File: src/include/afd_pkg.sv
`default_nettype none
package afd_pkg;
   localparam int NCH = 2;
   // core clock rate and the time base derived from it
   localparam int unsigned CORE_FREQ_KHZ = 200000;
   localparam int unsigned TICK_TIME_MS = 1;
   localparam int unsigned TICK_CYCLES = TICK_TIME_MS * CORE_FREQ_KHZ;
   localparam int unsigned DIAG_TIME_MS = 100;
   localparam int unsigned ACQ_TIME_MS = 100;
   localparam logic [6:0] DIAG_TICKS = 7'(DIAG_TIME_MS / TICK_TIME_MS);
   localparam logic [6:0] ACQ_TICKS = 7'(ACQ_TIME_MS / TICK_TIME_MS);
   localparam logic [1:0] AC_MIN_PULSES = 2'h3;
   // first_instruction_byte fields
   localparam int IB1_DIAG_EN = 6;
   localparam int IB1_OFFS_EN = 5;
   localparam int IB1_GAIN_LOW = 4;
   localparam int IB1_UNMUTE = 2;
   // second_instruction_byte fields
   localparam int IB2_THR_LOW = 7;
   localparam int IB2_STBY_OFF = 4;
   localparam int IB2_LINE_MODE = 3;
   localparam int IB2_CD_EN = 2;
   localparam int IB2_HE_MODE = 1;
   // diagnostic byte fields
   localparam int DB_HI = 7;
   localparam int DB_MID = 6;
   localparam int DB_CD_OPEN = 5;
   localparam int DB_PERM = 4;
   localparam int DB_SHORT_LOAD = 3;
   localparam int DB_OPEN_OFFS = 2;
   localparam int DB_SHORT_VS = 1;
   localparam int DB_SHORT_GND = 0;
   localparam logic [7:0] IB_RESET = 8'h00;
   localparam logic [7:0] DB_RESET = 8'h00;
   typedef enum logic [1:0] {
      SEQ_STANDBY = 2'b00,
      SEQ_PULSE = 2'b01,
      SEQ_ACTIVE = 2'b10
   } afd_seq_t;
   typedef enum logic [1:0] {
      CH_RUN = 2'b00,
      CH_CHECK = 2'b01,
      CH_DIAG = 2'b10,
      CH_RESTART = 2'b11
   } afd_ch_t;
endpackage
`default_nettype wire

File: src/include/afd_chan_if.sv
`timescale 1ns/1ps
`default_nettype none
interface afd_chan_if;
   logic tick;
   logic overload;
   logic diag_en;
   logic armed;
   logic active;
   logic busy;
   logic done;
   modport ctl (output tick, output overload, output diag_en,
      output armed, input active, input busy, input done);
   modport chan (input tick, input overload, input diag_en,
      input armed, output active, output busy, output done);
endinterface
`default_nettype wire

File: src/core/afd_tick.sv
`timescale 1ns/1ps
`default_nettype none
module afd_tick #(
   parameter int unsigned PERIOD = 200000
) (
   input wire logic clk,
   input wire logic rst_n,
   input wire logic clk_en,
   output logic tick
);
   localparam int W = $clog2(PERIOD);
   logic [W-1:0] cnt;
   wire at_end = cnt == W'(PERIOD - 1);

   always_ff @(posedge clk)
   begin
      if (!rst_n)
         cnt <= '0;
      else if (clk_en)
         cnt <= at_end ? '0 : cnt + 1'b1;
   end

   assign tick = at_end & clk_en;
endmodule
`default_nettype wire

File: src/core/afd_chan.sv
`timescale 1ns/1ps
`default_nettype none
module afd_chan
   import afd_pkg::*;
(
   input wire logic clk,
   input wire logic rst_n,
   input wire logic clk_en,
   afd_chan_if.chan cif
);
   afd_ch_t state;
   afd_ch_t next_state;
   logic [6:0] cnt;
   logic [6:0] next_cnt;
   wire cnt_end = cnt == DIAG_TICKS - 7'h01;

   always_comb
   begin
      next_state = state;
      next_cnt = cnt;
      case (state)
         CH_RUN:
            if (cif.overload)
            begin
               // analysis only when enabled and the last result was read
               next_state = (cif.diag_en && cif.armed) ? CH_CHECK
                  : CH_RESTART;
               next_cnt = 7'h00;
            end
         CH_CHECK:
            // tick phase is free running: the first tick only starts
            // the full 1 ms wait, so a late spike is never checked early
            if (cif.tick && cnt == 7'h00)
               next_cnt = 7'h01;
            else if (cif.tick)
            begin
               // a spike that has gone after 1 ms is not analysed
               next_state = cif.overload ? CH_DIAG : CH_RUN;
               next_cnt = 7'h00;
            end
         CH_DIAG:
            if (cif.tick)
            begin
               if (cnt_end)
                  next_state = CH_RESTART;
               else
                  next_cnt = cnt + 7'h01;
            end
         CH_RESTART:
            if (cif.tick && !cif.overload)
               next_state = CH_RUN;
         default:
            next_state = CH_RUN;
      endcase
   end

   always_ff @(posedge clk)
   begin
      if (!rst_n)
      begin
         state <= CH_RUN;
         cnt <= 7'h00;
      end
      else if (clk_en)
      begin
         state <= next_state;
         cnt <= next_cnt;
      end
   end

   assign cif.active = state == CH_RUN;
   assign cif.busy = state == CH_CHECK || state == CH_DIAG;
   assign cif.done = state == CH_DIAG && cif.tick && cnt_end;
endmodule
`default_nettype wire

File: src/core/afd_diag.sv
`timescale 1ns/1ps
`default_nettype none
module afd_diag
   import afd_pkg::*;
#(
   parameter int unsigned MS_CYCLES = TICK_CYCLES
) (
   input wire logic CORE_CLK,
   input wire logic RST_N,
   input wire logic CLK_EN,
   input wire logic WR_STB,
   input wire logic [7:0] FIRST_INSTR_BYTE,
   input wire logic [7:0] SECOND_INSTR_BYTE,
   input wire logic RD_STB,
   output logic [7:0] DIAG_BYTE1,
   output logic [7:0] DIAG_BYTE2,
   input wire logic [1:0] SHORT_GND,
   input wire logic [1:0] SHORT_VS,
   input wire logic [1:0] SHORT_LOAD,
   input wire logic [1:0] OPEN_LOAD,
   input wire logic [1:0] OVERLOAD,
   input wire logic [1:0] OFFSET_HIGH,
   input wire logic [1:0] CUR_PULSE,
   input wire logic THERMAL_WARN,
   output logic TEST_PULSE,
   output logic STAGE_BIASED,
   output logic [1:0] CH_ACTIVE,
   output logic LINE_THRESHOLDS,
   output logic CD_THR_LOW,
   output logic GAIN_LOW,
   output logic UNMUTE,
   output logic HE_MODE
);
   // clear, then load the lanes in ld; the load wins over the clear
   function automatic logic [1:0] upd(
      input logic [1:0] old,
      input logic clr,
      input logic [1:0] ld,
      input logic [1:0] val
   );
      upd = ((clr ? 2'b00 : old) & ~ld) | (ld & val);
   endfunction

   function automatic logic [7:0] pack(
      input logic hi,
      input logic mid,
      input logic cd_open,
      input logic perm,
      input logic sload,
      input logic open_offs,
      input logic svs,
      input logic sgnd
   );
      pack = DB_RESET;
      pack[DB_HI] = hi;
      pack[DB_MID] = mid;
      pack[DB_CD_OPEN] = cd_open;
      pack[DB_PERM] = perm;
      pack[DB_SHORT_LOAD] = sload;
      pack[DB_OPEN_OFFS] = open_offs;
      pack[DB_SHORT_VS] = svs;
      pack[DB_SHORT_GND] = sgnd;
   endfunction

   // all analog sense lines are asynchronous to the core clock
   logic [14:0] sync1;
   logic [14:0] sync2;
   wire [14:0] raw_in = {THERMAL_WARN, CUR_PULSE, OFFSET_HIGH, OVERLOAD,
      OPEN_LOAD, SHORT_LOAD, SHORT_VS, SHORT_GND};

   always_ff @(posedge CORE_CLK)
   begin
      if (!RST_N)
      begin
         sync1 <= '0;
         sync2 <= '0;
      end
      else if (CLK_EN)
      begin
         sync1 <= raw_in;
         sync2 <= sync1;
      end
   end

   wire [1:0] s_gnd = sync2[1:0];
   wire [1:0] s_vs = sync2[3:2];
   wire [1:0] s_load = sync2[5:4];
   wire [1:0] s_open = sync2[7:6];
   wire [1:0] s_ovl = sync2[9:8];
   wire [1:0] s_offs = sync2[11:10];
   wire [1:0] s_pulse = sync2[13:12];
   wire s_therm = sync2[14];

   // host instruction bytes
   logic [7:0] ib1;
   logic [7:0] ib2;

   always_ff @(posedge CORE_CLK)
   begin
      if (!RST_N)
      begin
         ib1 <= IB_RESET;
         ib2 <= IB_RESET;
      end
      else if (CLK_EN && WR_STB)
      begin
         ib1 <= FIRST_INSTR_BYTE;
         ib2 <= SECOND_INSTR_BYTE;
      end
   end

   wire wr_stby_exit = WR_STB && !ib2[IB2_STBY_OFF]
      && SECOND_INSTR_BYTE[IB2_STBY_OFF];
   wire wr_stby_entry = WR_STB && ib2[IB2_STBY_OFF]
      && !SECOND_INSTR_BYTE[IB2_STBY_OFF];
   wire wr_diag_en = FIRST_INSTR_BYTE[IB1_DIAG_EN];
   wire offs_on = ib1[IB1_OFFS_EN];
   wire cd_on = ib2[IB2_CD_EN];
   wire offs_start = (WR_STB && !offs_on && FIRST_INSTR_BYTE[IB1_OFFS_EN])
      || (RD_STB && offs_on);
   wire offs_stop = WR_STB && !FIRST_INSTR_BYTE[IB1_OFFS_EN];
   wire cd_start = (WR_STB && !cd_on && SECOND_INSTR_BYTE[IB2_CD_EN])
      || (RD_STB && cd_on);
   wire cd_stop = WR_STB && !SECOND_INSTR_BYTE[IB2_CD_EN];

   logic tick;

   afd_tick #(
      .PERIOD(MS_CYCLES)
   ) u_tick (
      .clk(CORE_CLK),
      .rst_n(RST_N),
      .clk_en(CLK_EN),
      .tick(tick)
   );

   // turn-on sequencer
   afd_seq_t seq;
   afd_seq_t next_seq;
   logic [6:0] acq_cnt;
   logic [6:0] next_acq_cnt;
   logic ton_armed;
   wire acq_end = acq_cnt == ACQ_TICKS - 7'h01;
   wire ton_done = seq == SEQ_PULSE && tick && acq_end && !wr_stby_entry;
   wire biased = seq == SEQ_ACTIVE;

   always_comb
   begin
      next_seq = seq;
      next_acq_cnt = acq_cnt;
      case (seq)
         SEQ_STANDBY:
            if (wr_stby_exit)
            begin
               // pulse runs with the stage still unbiased
               if (wr_diag_en && ton_armed)
               begin
                  next_seq = SEQ_PULSE;
                  next_acq_cnt = 7'h00;
               end
               else
                  next_seq = SEQ_ACTIVE;
            end
         SEQ_PULSE:
            if (wr_stby_entry)
               next_seq = SEQ_STANDBY;
            else if (tick)
            begin
               if (acq_end)
                  next_seq = SEQ_ACTIVE;
               else
                  next_acq_cnt = acq_cnt + 7'h01;
            end
         SEQ_ACTIVE:
            if (wr_stby_entry)
               next_seq = SEQ_STANDBY;
         default:
            next_seq = SEQ_STANDBY;
      endcase
   end

   always_ff @(posedge CORE_CLK)
   begin
      if (!RST_N)
      begin
         seq <= SEQ_STANDBY;
         acq_cnt <= 7'h00;
         ton_armed <= 1'b1;
      end
      else if (CLK_EN)
      begin
         seq <= next_seq;
         acq_cnt <= next_acq_cnt;
         // a new pulse only after the previous result was read
         ton_armed <= RD_STB | (ton_armed & ~ton_done);
      end
   end

   // permanent diagnostics, one engine per channel
   afd_chan_if cif [NCH] ();
   logic [1:0] perm_armed;
   logic [1:0] ch_done;
   logic [1:0] ch_run;

   for (genvar g = 0; g < NCH; g++)
   begin : g_ch
      // overloads are ignored until the stage is biased
      assign cif[g].tick = tick;
      assign cif[g].overload = s_ovl[g] & biased;
      assign cif[g].diag_en = ib1[IB1_DIAG_EN];
      assign cif[g].armed = perm_armed[g];
      assign ch_done[g] = cif[g].done;
      assign ch_run[g] = cif[g].active;

      afd_chan u_chan (
         .clk(CORE_CLK),
         .rst_n(RST_N),
         .clk_en(CLK_EN),
         .cif(cif[g])
      );
   end

   always_ff @(posedge CORE_CLK)
   begin
      if (!RST_N)
         perm_armed <= 2'b11;
      else if (CLK_EN)
         perm_armed <= {2{RD_STB}} | (perm_armed & ~ch_done);
   end

   // live results of the last finished cycle, cleared by each read
   logic [1:0] lv_gnd;
   logic [1:0] lv_vs;
   logic [1:0] lv_load;
   logic [1:0] lv_open;
   logic [1:0] lv_perm;
   logic [1:0] lv_term;
   wire [1:0] ton_lanes = {2{ton_done}};
   wire [1:0] ld = ch_done | ton_lanes;

   always_ff @(posedge CORE_CLK)
   begin
      if (!RST_N)
      begin
         lv_gnd <= 2'b00;
         lv_vs <= 2'b00;
         lv_load <= 2'b00;
         lv_open <= 2'b00;
         lv_perm <= 2'b00;
         lv_term <= 2'b00;
      end
      else if (CLK_EN)
      begin
         // each finished cycle overwrites its lanes, so only faults of the last cycle show, several at once
         lv_gnd <= upd(lv_gnd, RD_STB, ld, s_gnd);
         lv_vs <= upd(lv_vs, RD_STB, ld, s_vs);
         lv_load <= upd(lv_load, RD_STB, ld, s_load);
         lv_open <= upd(lv_open, RD_STB, ld, ton_lanes & s_open);
         lv_perm <= upd(lv_perm, RD_STB, ld, ~ton_lanes);
         lv_term <= upd(lv_term, RD_STB, ld, 2'b11);
      end
   end

   // offset window: any gap in the high-offset level spoils it
   logic offs_win;
   logic [1:0] offs_ok;
   logic [1:0] offs_abort;

   always_ff @(posedge CORE_CLK)
   begin
      if (!RST_N)
      begin
         offs_win <= 1'b0;
         offs_ok <= 2'b00;
         offs_abort <= 2'b00;
      end
      else if (CLK_EN)
      begin
         if (offs_stop)
            offs_win <= 1'b0;
         else if (offs_start)
         begin
            offs_win <= 1'b1;
            offs_ok <= 2'b11;
            offs_abort <= 2'b00;
         end
         else if (offs_win)
         begin
            offs_ok <= offs_ok & s_offs;
            offs_abort <= offs_abort | s_ovl;
         end
      end
   end

   wire [1:0] offs_flag = {2{offs_win}} & offs_ok & ~offs_abort;

   // AC load test: count current pulses above threshold
   logic [1:0] pulse_prev;
   logic [1:0] cd_cnt [NCH];
   logic [1:0] cd_abort;
   wire [1:0] pulse_rise = s_pulse & ~pulse_prev;

   always_ff @(posedge CORE_CLK)
   begin
      if (!RST_N)
         pulse_prev <= 2'b00;
      else if (CLK_EN)
         pulse_prev <= s_pulse;
   end

   for (genvar g = 0; g < NCH; g++)
   begin : g_cd
      wire sat = cd_cnt[g] == AC_MIN_PULSES;

      always_ff @(posedge CORE_CLK)
      begin
         if (!RST_N)
         begin
            cd_cnt[g] <= 2'b00;
            cd_abort[g] <= 1'b0;
         end
         else if (CLK_EN)
         begin
            if (cd_start)
            begin
               cd_cnt[g] <= 2'b00;
               cd_abort[g] <= 1'b0;
            end
            else if (cd_on)
            begin
               // saturates; more pulses add nothing
               if (pulse_rise[g] && !sat)
                  cd_cnt[g] <= cd_cnt[g] + 2'b01;
               cd_abort[g] <= cd_abort[g] | s_ovl[g];
            end
         end
      end
   end

   // an abandoned test reports no open tweeter
   wire [1:0] cd_open = {2{cd_on}} & ~cd_abort
      & {cd_cnt[1] != AC_MIN_PULSES, cd_cnt[0] != AC_MIN_PULSES};

   wire [1:0] d2 = offs_win ? offs_flag : lv_open;
   wire [7:0] db1 = pack(s_therm, lv_term[0], cd_open[0], lv_perm[0],
      lv_load[0], d2[0], lv_vs[0], lv_gnd[0]);
   wire [7:0] db2 = pack(offs_win, cd_on, cd_open[1], lv_perm[1],
      lv_load[1], d2[1], lv_vs[1], lv_gnd[1]);

   // bytes shown after a read were frozen at that read
   always_ff @(posedge CORE_CLK)
   begin
      if (!RST_N)
      begin
         DIAG_BYTE1 <= DB_RESET;
         DIAG_BYTE2 <= DB_RESET;
      end
      else if (CLK_EN && RD_STB)
      begin
         DIAG_BYTE1 <= db1;
         DIAG_BYTE2 <= db2;
      end
   end

   // pin-facing controls, all from flip-flops
   always_ff @(posedge CORE_CLK)
   begin
      if (!RST_N)
      begin
         TEST_PULSE <= 1'b0;
         STAGE_BIASED <= 1'b0;
         CH_ACTIVE <= 2'b00;
         LINE_THRESHOLDS <= 1'b0;
         CD_THR_LOW <= 1'b0;
         GAIN_LOW <= 1'b0;
         UNMUTE <= 1'b0;
         HE_MODE <= 1'b0;
      end
      else if (CLK_EN)
      begin
         TEST_PULSE <= next_seq == SEQ_PULSE;
         STAGE_BIASED <= next_seq == SEQ_ACTIVE;
         CH_ACTIVE <= ch_run & {2{biased}};
         // rail-short thresholds do not depend on this
         LINE_THRESHOLDS <= ib1[IB1_GAIN_LOW] & ib2[IB2_LINE_MODE];
         CD_THR_LOW <= ib2[IB2_THR_LOW];
         GAIN_LOW <= ib1[IB1_GAIN_LOW];
         UNMUTE <= ib1[IB1_UNMUTE];
         HE_MODE <= ib2[IB2_HE_MODE];
      end
   end
endmodule
`default_nettype wire

File: config.mk
export PLATFORM = sky130hd
export DESIGN_NAME = afd_diag
export DESIGN_NICKNAME = d
export VERILOG_FILES = /design/src/include/afd_pkg.sv /design/src/include/afd_chan_if.sv /design/src/core/afd_tick.sv /design/src/core/afd_chan.sv /design/src/core/afd_diag.sv
export SDC_FILE = /design/constraint.sdc
export NUM_CORES = 1
export LEC_CHECK = 0
export BUFFER_PORTS_ARGS = -buffer_cell sky130_fd_sc_hd__buf_2
export CORE_MARGIN = 2
export CORE_UTILIZATION = 50
export CTS_CLUSTER_DIAMETER = 200
export DETAILED_ROUTE_END_ITERATION = 7
export GPL_TIMING_DRIVEN = 0
export PLACE_DENSITY = 0.72
export SLEW_MARGIN = 25
export SYNTH_ARGS = -nofsm -noshare
export SYNTH_HDL_FRONTEND = slang
export SYNTH_SLANG_ARGS = --single-unit
File: constraint.sdc
create_clock -name CORE_CLK -period 2.37 [get_ports CORE_CLK]
set_input_delay 0.474 -clock CORE_CLK [delete_from_list [all_inputs] [get_ports CORE_CLK]]
set_output_delay 0.474 -clock CORE_CLK [all_outputs]
set_load 0.05 [all_outputs]
==> results of run 1 <==
layer usage:
layer | vias to the layer above | wire length, um | GRT usage [%]
li1 | 2577 | - | -
met1 | 2511 | 7000 | 31.2
met2 | 218 | 7280 | 39.5
met3 | 37 | 1130 | 5.90
met4 | 0 | 338 | 10.5
met5 | - | 0 | 0
kinds of logic (layout without fill, tap and decap cells):
| kind of cell | after synthesis | after routing |
|---|---|---|
| DFF | 136 | 136 |
| and+or+nand+nor | 312 | 312 |
| adders and majority gates | 18 | 18 |
| muxes | 38 | 38 |
| buffers and inverters | 48 | 140 |
| AOI/OAI and AO/OA | 121 | 121 |
| xor gates and xnor gates | 20 | 20 |
worst min path at each step:
stage / cells after the start / to
floorplan: 2 / offs_abort[0]
global placement: 2 / offs_abort[1]
detailed placement: 2 / DIAG_BYTE2[3]
CTS: 3 / ib1[4]
global route: 3 / ib1[4]
finish: 3 / ib2[1]
stage by stage:
step,setup slack (ns),instances
global route,-0.0305,932
finish,0.0257,932
floorplan,0.0901,693
CTS,0.00304,931
global placement,-0.389,892
detailed placement,-0.493,892
layout by cell type (no fill, tap or decap), types with 18 or more instances in the layout:
cell type,synthesis,final
o21ai_0,25,25
inv_1,18,18
mux2i_1,38,38
dfxtp_1,132,127
clkbuf_1,26,22
a21boi_0,43,41
nand2_1,96,95
buf_2,0,53
nand3_1,43,43
nor2b_1,45,45
nor2_1,52,50
power breakdown:
part | switching, uW | internal [uW] | total [uW]
logic | 298 | 184 | 481
registers | 53.6 | 2360 | 2410
clock network | 1050 | 1610 | 2660
registers in the layout, summed over array words and instances (netlist names), 4 cells and up:
name / flops
DIAG_BYTE2: 8
u_tick.cnt: 18
ib1: 4
ib2: 5
sync2: 15
acq_cnt: 7
g_ch.u_chan.cnt: 14
g_ch.u_chan.state: 4
DIAG_BYTE1: 8
cd_cnt: 4
sync1: 15
area by class of cell:
cell class                 instances  area [um^2]
timing repair buffer              61          329
fill                             981         4630
multi-input combinational        509         3290
clock buffer                      19          453
sequential                       136         2770
buffer                            29          140
tap                              147          184
clock inverter                    13          141
inverter                          18         67.6
worst register-to-register path, stage by stage (launching register included):
cell     delay (ns)
dfxtp_2        0.34
or4b_4         0.54
or4b_4         0.55
a211o_4        0.37
a21o_4         0.23
nand3_1        0.09
o21ai_0        0.11
timing repair:
| action | CTS | global route |
|---|---|---|
| setup buffers | 7 | 1 |
| gates cloned | 0 | 1 |
| hold buffers | 0 | 0 |
| gates resized for setup | 16 | 14 |
| endpoints found under the setup margin | 41 | 29 |
| pin swaps | 7 | 2 |
==> flow_summary.html, run 1 <==
<table>
<tr><th>Metric</th><th>Value</th></tr>
<tr><th colspan="2">Timing</th></tr>
<tr><td>RSZ-0062 raised after global routing</td><td>yes</td></tr>
<tr><td>Max Clock Skew</td><td>0.0134 ns</td></tr>
<tr><td>Fmax</td><td>427 MHz</td></tr>
<tr><td>Hold WS</td><td>0.299 ns</td></tr>
<tr><td>Number of endpoints with negative hold slack in the final report</td><td>0</td></tr>
<tr><td>Final number of max-transition violations</td><td>0</td></tr>
<tr><td>Final critical-path required period</td><td>2.34 ns</td></tr>
<tr><td>Tcrit/Tclk final</td><td>98.9%</td></tr>
<tr><td>Worst Max-Slew Pin Slew</td><td>0.866 ns</td></tr>
<tr><td>Final count of negative-setup-slack endpoints</td><td>0</td></tr>
<tr><td>Total negative setup slack</td><td>0 ns</td></tr>
<tr><td>Relative slew slack</td><td>42.2%</td></tr>
<tr><th colspan="2">Floorplan</th></tr>
<tr><td>Core box area</td><td>around 12000 um^2</td></tr>
<tr><td>I/O pin cnt</td><td>61</td></tr>
<tr><td>Effective utilization at floorplan</td><td>51.4%</td></tr>
<tr><td>Die Y-Extent</td><td>115 um</td></tr>
<tr><td>Full die area</td><td>roughly 13000 um^2</td></tr>
<tr><td>Row cnt</td><td>40</td></tr>
<tr><td>Die Wd</td><td>between 100 and 150 um</td></tr>
<tr><th colspan="2">Synthesis</th></tr>
<tr><td>Count of mapped cells out of synthesis</td><td>693</td></tr>
<tr><td>Count of warnings emitted by yosys</td><td>0</td></tr>
<tr><td>Share of async-settable or async-resettable flops after synthesis</td><td>0%</td></tr>
<tr><td>Distinct cells, synth</td><td>56</td></tr>
<tr><td>Mapped Avg Cell Area</td><td>8.91 um^2</td></tr>
<tr><td>Synth Area in XOR/XNOR</td><td>2.84%</td></tr>
<tr><td>Dominant register cell in the synthesized netlist</td><td>dfxtp_1</td></tr>
<tr><td>Cell area after synthesis</td><td>6170 um^2</td></tr>
<tr><td>Total nets after synthesis</td><td>747</td></tr>
<tr><td>Adder-cell share of the synthesized area</td><td>3.65%</td></tr>
<tr><td>Combinational family with the most area after synthesis</td><td>simple AND/OR/NAND/NOR gates</td></tr>
<tr><td>Post-synthesis compound-gate area fraction</td><td>roughly 14%</td></tr>
<tr><td>Flops &amp; latches, synth</td><td>136</td></tr>
<tr><td>Cell types occupying the most area after synthesis</td><td>dfxtp_1 43%, mux2i_1 6.2%, nand2_1 5.8%</td></tr>
<tr><td>Seq/Total Area, Yosys</td><td>between 40% and 50%</td></tr>
<tr><td>Portion of netlist area occupied by mux cells</td><td>6.16%</td></tr>
<tr><td>Count of flip-flops with a built-in enable after synthesis</td><td>4</td></tr>
<tr><td>Post-Synth Simple-Gate Area</td><td>25.8%</td></tr>
<tr><td>Area share of the largest cell type after synthesis</td><td>42.8%</td></tr>
<tr><td>List of most frequent post-synthesis cells</td><td>132 x dfxtp_1, 96 x nand2_1, 52 x nor2_1</td></tr>
<tr><td>Most numerous cell in the Yosys netlist</td><td>dfxtp_1</td></tr>
<tr><td>Largest area contributor in the netlist</td><td>dfxtp_1</td></tr>
<tr><th colspan="2">Setup path</th></tr>
<tr><td>Worst EP arrival</td><td>2.65 ns</td></tr>
<tr><td>Launch point of the critical path</td><td>acq_cnt[3]</td></tr>
<tr><td>CP max FO</td><td>4</td></tr>
<tr><td>Required time of the critical path</td><td>2.67 ns</td></tr>
<tr><td>R2r endpoint</td><td>lv_gnd[0]</td></tr>
<tr><td>Crit path capture type</td><td>register</td></tr>
<tr><td>Worst-case register-to-register setup slack</td><td>0.03 ns</td></tr>
<tr><td>Cell count along the critical path</td><td>6</td></tr>
<tr><td>Critical-path cell list</td><td>or4b_4, or4b_4, a211o_4, a21o_4, nand3_1, o21ai_0</td></tr>
<tr><td>Cell count of the worst reg-to-reg path</td><td>6</td></tr>
<tr><td>Critical path capture point</td><td>lv_gnd[0]</td></tr>
<tr><td>Critical path's most frequent cell</td><td>or4b_4</td></tr>
<tr><td>Worst flop-to-flop path startpoint</td><td>acq_cnt[3]</td></tr>
<tr><td>Class of the most critical setup path</td><td>reg2reg</td></tr>
<tr><td>Worst path buffer plus inverter count</td><td>0</td></tr>
<tr><td>CP peak stage delay</td><td>0.55 ns</td></tr>
<tr><td>Startpoint class of the critical path</td><td>register</td></tr>
<tr><td>Largest delay contributor family on the critical path</td><td>simple AND/OR/NAND/NOR gates</td></tr>
<tr><td>Critical path's slowest cell</td><td>or4b_4</td></tr>
<tr><th colspan="2">Power and ir drop</th></tr>
<tr><td>Maximum ir drop on the vdd rail</td><td>around 0.48 mV</td></tr>
<tr><td>Leakage Power</td><td>0.00289 uW</td></tr>
<tr><td>Total power consumption of the routed design</td><td>5550 uW</td></tr>
<tr><td>Areal power density over the cells</td><td>753 nW/um^2</td></tr>
<tr><th colspan="2">Flow run</th></tr>
<tr><td>Maxcap violations</td><td>0</td></tr>
<tr><th colspan="2">Clock network</th></tr>
<tr><td>Number of CTS-inserted buffers</td><td>17</td></tr>
<tr><td>Max clock buf depth</td><td>2</td></tr>
<tr><td>Clk_lat worst skew</td><td>0.43 ns</td></tr>
<tr><td>Post-CTS clock slew at the launch and capture registers of the worst setup and hold paths</td><td>0.06 ns</td></tr>
<tr><td>Number of sinks driven by the clock tree</td><td>136</td></tr>
<tr><td>CTS H-tree depth</td><td>4</td></tr>
<tr><td>CTS tree</td><td>built</td></tr>
<tr><td>Cell chosen for the clock root</td><td>clkbuf_16</td></tr>
<tr><th colspan="2">Final layout</th></tr>
<tr><td>ANT cells</td><td>0</td></tr>
<tr><td>NumNets Final</td><td>826</td></tr>
<tr><td>Final Util</td><td>61.4%</td></tr>
<tr><td>Area added between synthesis and finish</td><td>19.5%</td></tr>
<tr><td>Share of final-layout standard cells stronger than drive strength 1</td><td>15.9%</td></tr>
<tr><td>Layout Cell Area excl Fill</td><td>7380 um^2</td></tr>
<tr><th colspan="2">GRT</th></tr>
<tr><td>Wire length of the first global-routing pass</td><td>25.0 mm</td></tr>
<tr><td>Number of global-route vias before repair</td><td>5097</td></tr>
<tr><td>Overflow left after global routing</td><td>0</td></tr>
<tr><td>Initial antenna violation count</td><td>0</td></tr>
<tr><td>Pin count of the biggest net entering global routing</td><td>17</td></tr>
<tr><td>GRT Total Usage</td><td>about 24%</td></tr>
<tr><th colspan="2">Routing</th></tr>
<tr><td>Vias per inst</td><td>5.73</td></tr>
<tr><td>Initial drt markers</td><td>425</td></tr>
<tr><td>Routed vias</td><td>5343</td></tr>
<tr><td>Drt total wl</td><td>15.8 mm</td></tr>
<tr><td>DRC violations left</td><td>0</td></tr>
<tr><td>Number of nets still failing antenna checks after routing</td><td>0</td></tr>
<tr><td>WL per Instance</td><td>16.9 um</td></tr>
<tr><td>Number of detailed-route iterations in the first pass</td><td>5</td></tr>
<tr><th colspan="2">Placed design</th></tr>
<tr><td>Placed wire-length estimate after detailed placement</td><td>about 11 mm</td></tr>
<tr><td>Placed inst area</td><td>6620 um^2</td></tr>
<tr><td>Buffers added on ports</td><td>52</td></tr>
<tr><td>Weighted congestion at the end of routability-driven global placement</td><td>0.885</td></tr>
<tr><th colspan="2">Hold path</th></tr>
<tr><td>Source of the worst hold timing path</td><td>SECOND_INSTR_BYTE[1]</td></tr>
<tr><td>Hold Path Class</td><td>in2reg</td></tr>
<tr><th colspan="2">Outcome</th></tr>
<tr><td>Status</td><td>finished, final reports clean</td></tr>
</table>
Note: power is estimated with default switching activity, not from simulation.
==> run 2: changes to the inputs <==
--- a/config.mk
+++ b/config.mk
@@ -11,6 +11,7 @@
 export CTS_CLUSTER_DIAMETER = 200
 export DETAILED_ROUTE_END_ITERATION = 7
 export GPL_TIMING_DRIVEN = 0
+export MAX_ROUTING_LAYER = met4
 export PLACE_DENSITY = 0.72
 export SLEW_MARGIN = 25
 export SYNTH_ARGS = -nofsm -noshare
==> run 2 against run 1 <==
Sequential power about the same. Clock power about the same. Non-clock buffer count unchanged. Largest cell class unchanged. Hold slack got worse by 0.0035 ns. Highest routed layer unchanged. Largest power group unchanged. Design area unchanged.
==> flow_summary.html, run 2 (same netlist as run 1, synthesis figures left out) <==
<table>
<tr><th>Metric</th><th>Value</th></tr>
<tr><th colspan="2">Outcome</th></tr>
<tr><td>Status</td><td>finished, final reports clean</td></tr>
<tr><th colspan="2">Power and ir drop</th></tr>
<tr><td>Areal power density over the cells</td><td>753 nW/um^2</td></tr>
<tr><td>Leakage Power</td><td>0.00289 uW</td></tr>
<tr><td>Maximum ir drop on the vdd rail</td><td>0.480 mV</td></tr>
<tr><th colspan="2">Clock network</th></tr>
<tr><td>Post-CTS clock slew at the launch and capture registers of the worst setup and hold paths</td><td>approximately 0.06 ns</td></tr>
<tr><td>CTS H-tree depth</td><td>4</td></tr>
<tr><td>Cell chosen for the clock root</td><td>clkbuf_16</td></tr>
<tr><td>Cts-stage hold buffer count</td><td>0</td></tr>
<tr><td>CTS tree</td><td>built</td></tr>
<tr><td>Number of CTS-inserted buffers</td><td>17</td></tr>
<tr><td>Max clock buf depth</td><td>2</td></tr>
<tr><td>Number of sinks driven by the clock tree</td><td>approximately 140</td></tr>
<tr><td>Clk_lat worst skew</td><td>0.43 ns</td></tr>
<tr><th colspan="2">Setup path</th></tr>
<tr><td>Critical-path cell list</td><td>or4b_4, or4b_4, a211o_4, a21o_4, nand3_1, o21ai_0</td></tr>
<tr><td>Largest delay contributor family on the critical path</td><td>simple AND/OR/NAND/NOR gates</td></tr>
<tr><td>Required time of the critical path</td><td>2.68 ns</td></tr>
<tr><td>CP peak stage delay</td><td>0.55 ns</td></tr>
<tr><td>Startpoint class of the critical path</td><td>register</td></tr>
<tr><td>Class of the most critical setup path</td><td>reg2reg</td></tr>
<tr><td>Worst EP arrival</td><td>2.66 ns</td></tr>
<tr><td>Worst path buffer plus inverter count</td><td>0</td></tr>
<tr><td>Critical path's slowest cell</td><td>or4b_4</td></tr>
<tr><td>Critical path's most frequent cell</td><td>or4b_4</td></tr>
<tr><td>CP max FO</td><td>4</td></tr>
<tr><td>Crit path capture type</td><td>register</td></tr>
<tr><th colspan="2">Timing</th></tr>
<tr><td>RSZ-0062 raised after global routing</td><td>yes</td></tr>
<tr><td>Final critical-path required period</td><td>2.35 ns</td></tr>
<tr><td>Tcrit/Tclk final</td><td>99.2%</td></tr>
<tr><td>Number of endpoints with negative hold slack in the final report</td><td>0</td></tr>
<tr><td>Final number of max-transition violations</td><td>0</td></tr>
<tr><td>Max Clock Skew</td><td>0.0109 ns</td></tr>
<tr><td>Fmax</td><td>426 MHz</td></tr>
<tr><td>Final count of negative-setup-slack endpoints</td><td>0</td></tr>
<tr><td>Total negative setup slack</td><td>0 ns</td></tr>
<tr><td>Worst Max-Slew Pin Slew</td><td>0.842 ns</td></tr>
<tr><td>Relative slew slack</td><td>a little over two fifths</td></tr>
<tr><th colspan="2">GRT</th></tr>
<tr><td>Number of global-route vias before repair</td><td>5101</td></tr>
<tr><td>Initial antenna violation count</td><td>0</td></tr>
<tr><td>Wire length of the first global-routing pass</td><td>25.1 mm</td></tr>
<tr><td>GRT Total Usage</td><td>25.1%</td></tr>
<tr><td>Overflow left after global routing</td><td>0</td></tr>
<tr><td>Pin count of the biggest net entering global routing</td><td>17</td></tr>
<tr><th colspan="2">Final layout</th></tr>
<tr><td>Top reg by flops</td><td>u_tick.cnt</td></tr>
<tr><td>Registers with the highest flip-flop counts</td><td>u_tick.cnt: 18 flops, sync1: 15 flops, sync2: 15 flops</td></tr>
<tr><td>Layout Cell Area excl Fill</td><td>7380 um^2</td></tr>
<tr><td>Final Util</td><td>61.4%</td></tr>
<tr><td>Area added between synthesis and finish</td><td>19.5%</td></tr>
<tr><td>Non-filler cells in the finished layout</td><td>932</td></tr>
<tr><td>Most frequent cells in the layout</td><td>127 x dfxtp_1, 95 x nand2_1, 53 x buf_2, 50 x nor2_1, 45 x nor2b_1</td></tr>
<tr><td>Most common cell after layout, fill and taps aside</td><td>dfxtp_1</td></tr>
<tr><td>Share of final-layout standard cells stronger than drive strength 1</td><td>roughly 16%</td></tr>
<tr><td>Number of inserted filler cells in the final layout</td><td>between 900 and 1000</td></tr>
<tr><td>ANT cells</td><td>0</td></tr>
<tr><td>Flip-flop count of the largest register after layout</td><td>18</td></tr>
<tr><td>NumNets Final</td><td>826</td></tr>
<tr><th colspan="2">Placed design</th></tr>
<tr><td>Cell total after placement</td><td>a little under 900</td></tr>
<tr><td>Buffers added on ports</td><td>52</td></tr>
<tr><td>Placed inst area</td><td>6620 um^2</td></tr>
<tr><td>Weighted congestion at the end of routability-driven global placement</td><td>0.900</td></tr>
<tr><td>Placed wire-length estimate after detailed placement</td><td>10.9 mm</td></tr>
<tr><th colspan="2">Floorplan</th></tr>
<tr><td>I/O pin cnt</td><td>61</td></tr>
<tr><td>Effective utilization at floorplan</td><td>between 50% and 60%</td></tr>
<tr><td>Row cnt</td><td>40</td></tr>
<tr><td>Full die area</td><td>roughly 13000 um^2</td></tr>
<tr><td>Die Wd</td><td>115 um</td></tr>
<tr><td>Core box area</td><td>12000 um^2</td></tr>
<tr><td>Die Y-Extent</td><td>between 100 and 150 um</td></tr>
<tr><th colspan="2">Routing</th></tr>
<tr><td>Drt total wl</td><td>~16 mm</td></tr>
<tr><td>DRC violations left</td><td>0</td></tr>
<tr><td>Vias per inst</td><td>5.72</td></tr>
<tr><td>Routed vias</td><td>5330</td></tr>
<tr><td>Number of detailed-route iterations in the first pass</td><td>5</td></tr>
<tr><td>Number of nets still failing antenna checks after routing</td><td>0</td></tr>
<tr><td>WL per Instance</td><td>16.8 um</td></tr>
<tr><td>Initial drt markers</td><td>441</td></tr>
<tr><th colspan="2">Flow run</th></tr>
<tr><td>Maxcap violations</td><td>0</td></tr>
<tr><th colspan="2">Hold path</th></tr>
<tr><td>Hold Path Class</td><td>in2reg</td></tr>
</table>
run 2: cell counts in the layout (fill, tap and decap cells not counted):
Identical to the previous run, type by type.
run 2: area by class of cell:
class                   instances  area [um^2]  share of cell area (%)
well taps                     147          184                    2.49
flip-flops and latches        136         2770                    37.5
clock buffers                  19          453                    6.14
clock inverters                13          141                    1.92
repair buffers                 61          329                    4.46
inverters                      18         67.6                   0.916
multi-input cells             509         3290                    44.6
plain buffers                  29          140                    1.90
run 2: layer usage:
layer | up-vias | routed length, um | global-route usage (%)
li1 | 2582 | - | -
met1 | 2505 | 6920 | 31.4
met2 | 210 | 7290 | 39.5
met3 | 33 | 1110 | 5.43
met4 | 0 | 340 | 10.5
met5 | - | 0 | -
run 2: path summary, 6_finish.rpt:
check	start	to	slack (ns)	cells past startpoint
hold / removal	SECOND_INSTR_BYTE[1]	ib2[1]	0.30	3
hold reg to reg	DIAG_BYTE2[3]	DIAG_BYTE2[3]	0.46	2
setup / recovery	acq_cnt[3]	lv_gnd[0]	0.02	6
setup reg to reg	acq_cnt[3]	lv_gnd[0]	0.02	6
run 2: through the flow:
step           worst slack [ns]  hold slack [ns]  total power [uW]
2_1_floorplan            0.0901            0.428              2770
3_3_place_gp             -0.389            0.442              2890
3_5_place_dp             -0.493            0.457              2910
4_1_cts                 0.00304            0.292              5550
5_1_grt                 -0.0305            0.309              5720
6_report                 0.0199            0.295              5560
run 2: timing repair:
item	CTS	global route
endpoints found under the setup margin	41	29
resized for setup	16	14
buffers inserted	7	1
cloned	0	1
pin swaps	7	2
run 2: worst register-to-register path, stage by stage (launching register included):
cell and delay, ns:
dfxtp_2 0.34, or4b_4 0.54, or4b_4 0.55, a211o_4 0.37, a21o_4 0.23, nand3_1 0.09
o21ai_0 0.11
run 2: power by group:
group,switching (uW),total (uW),internal [uW]
logic,297,480,184
registers,53.0,2410,2360
clock network,1050,2660,1610
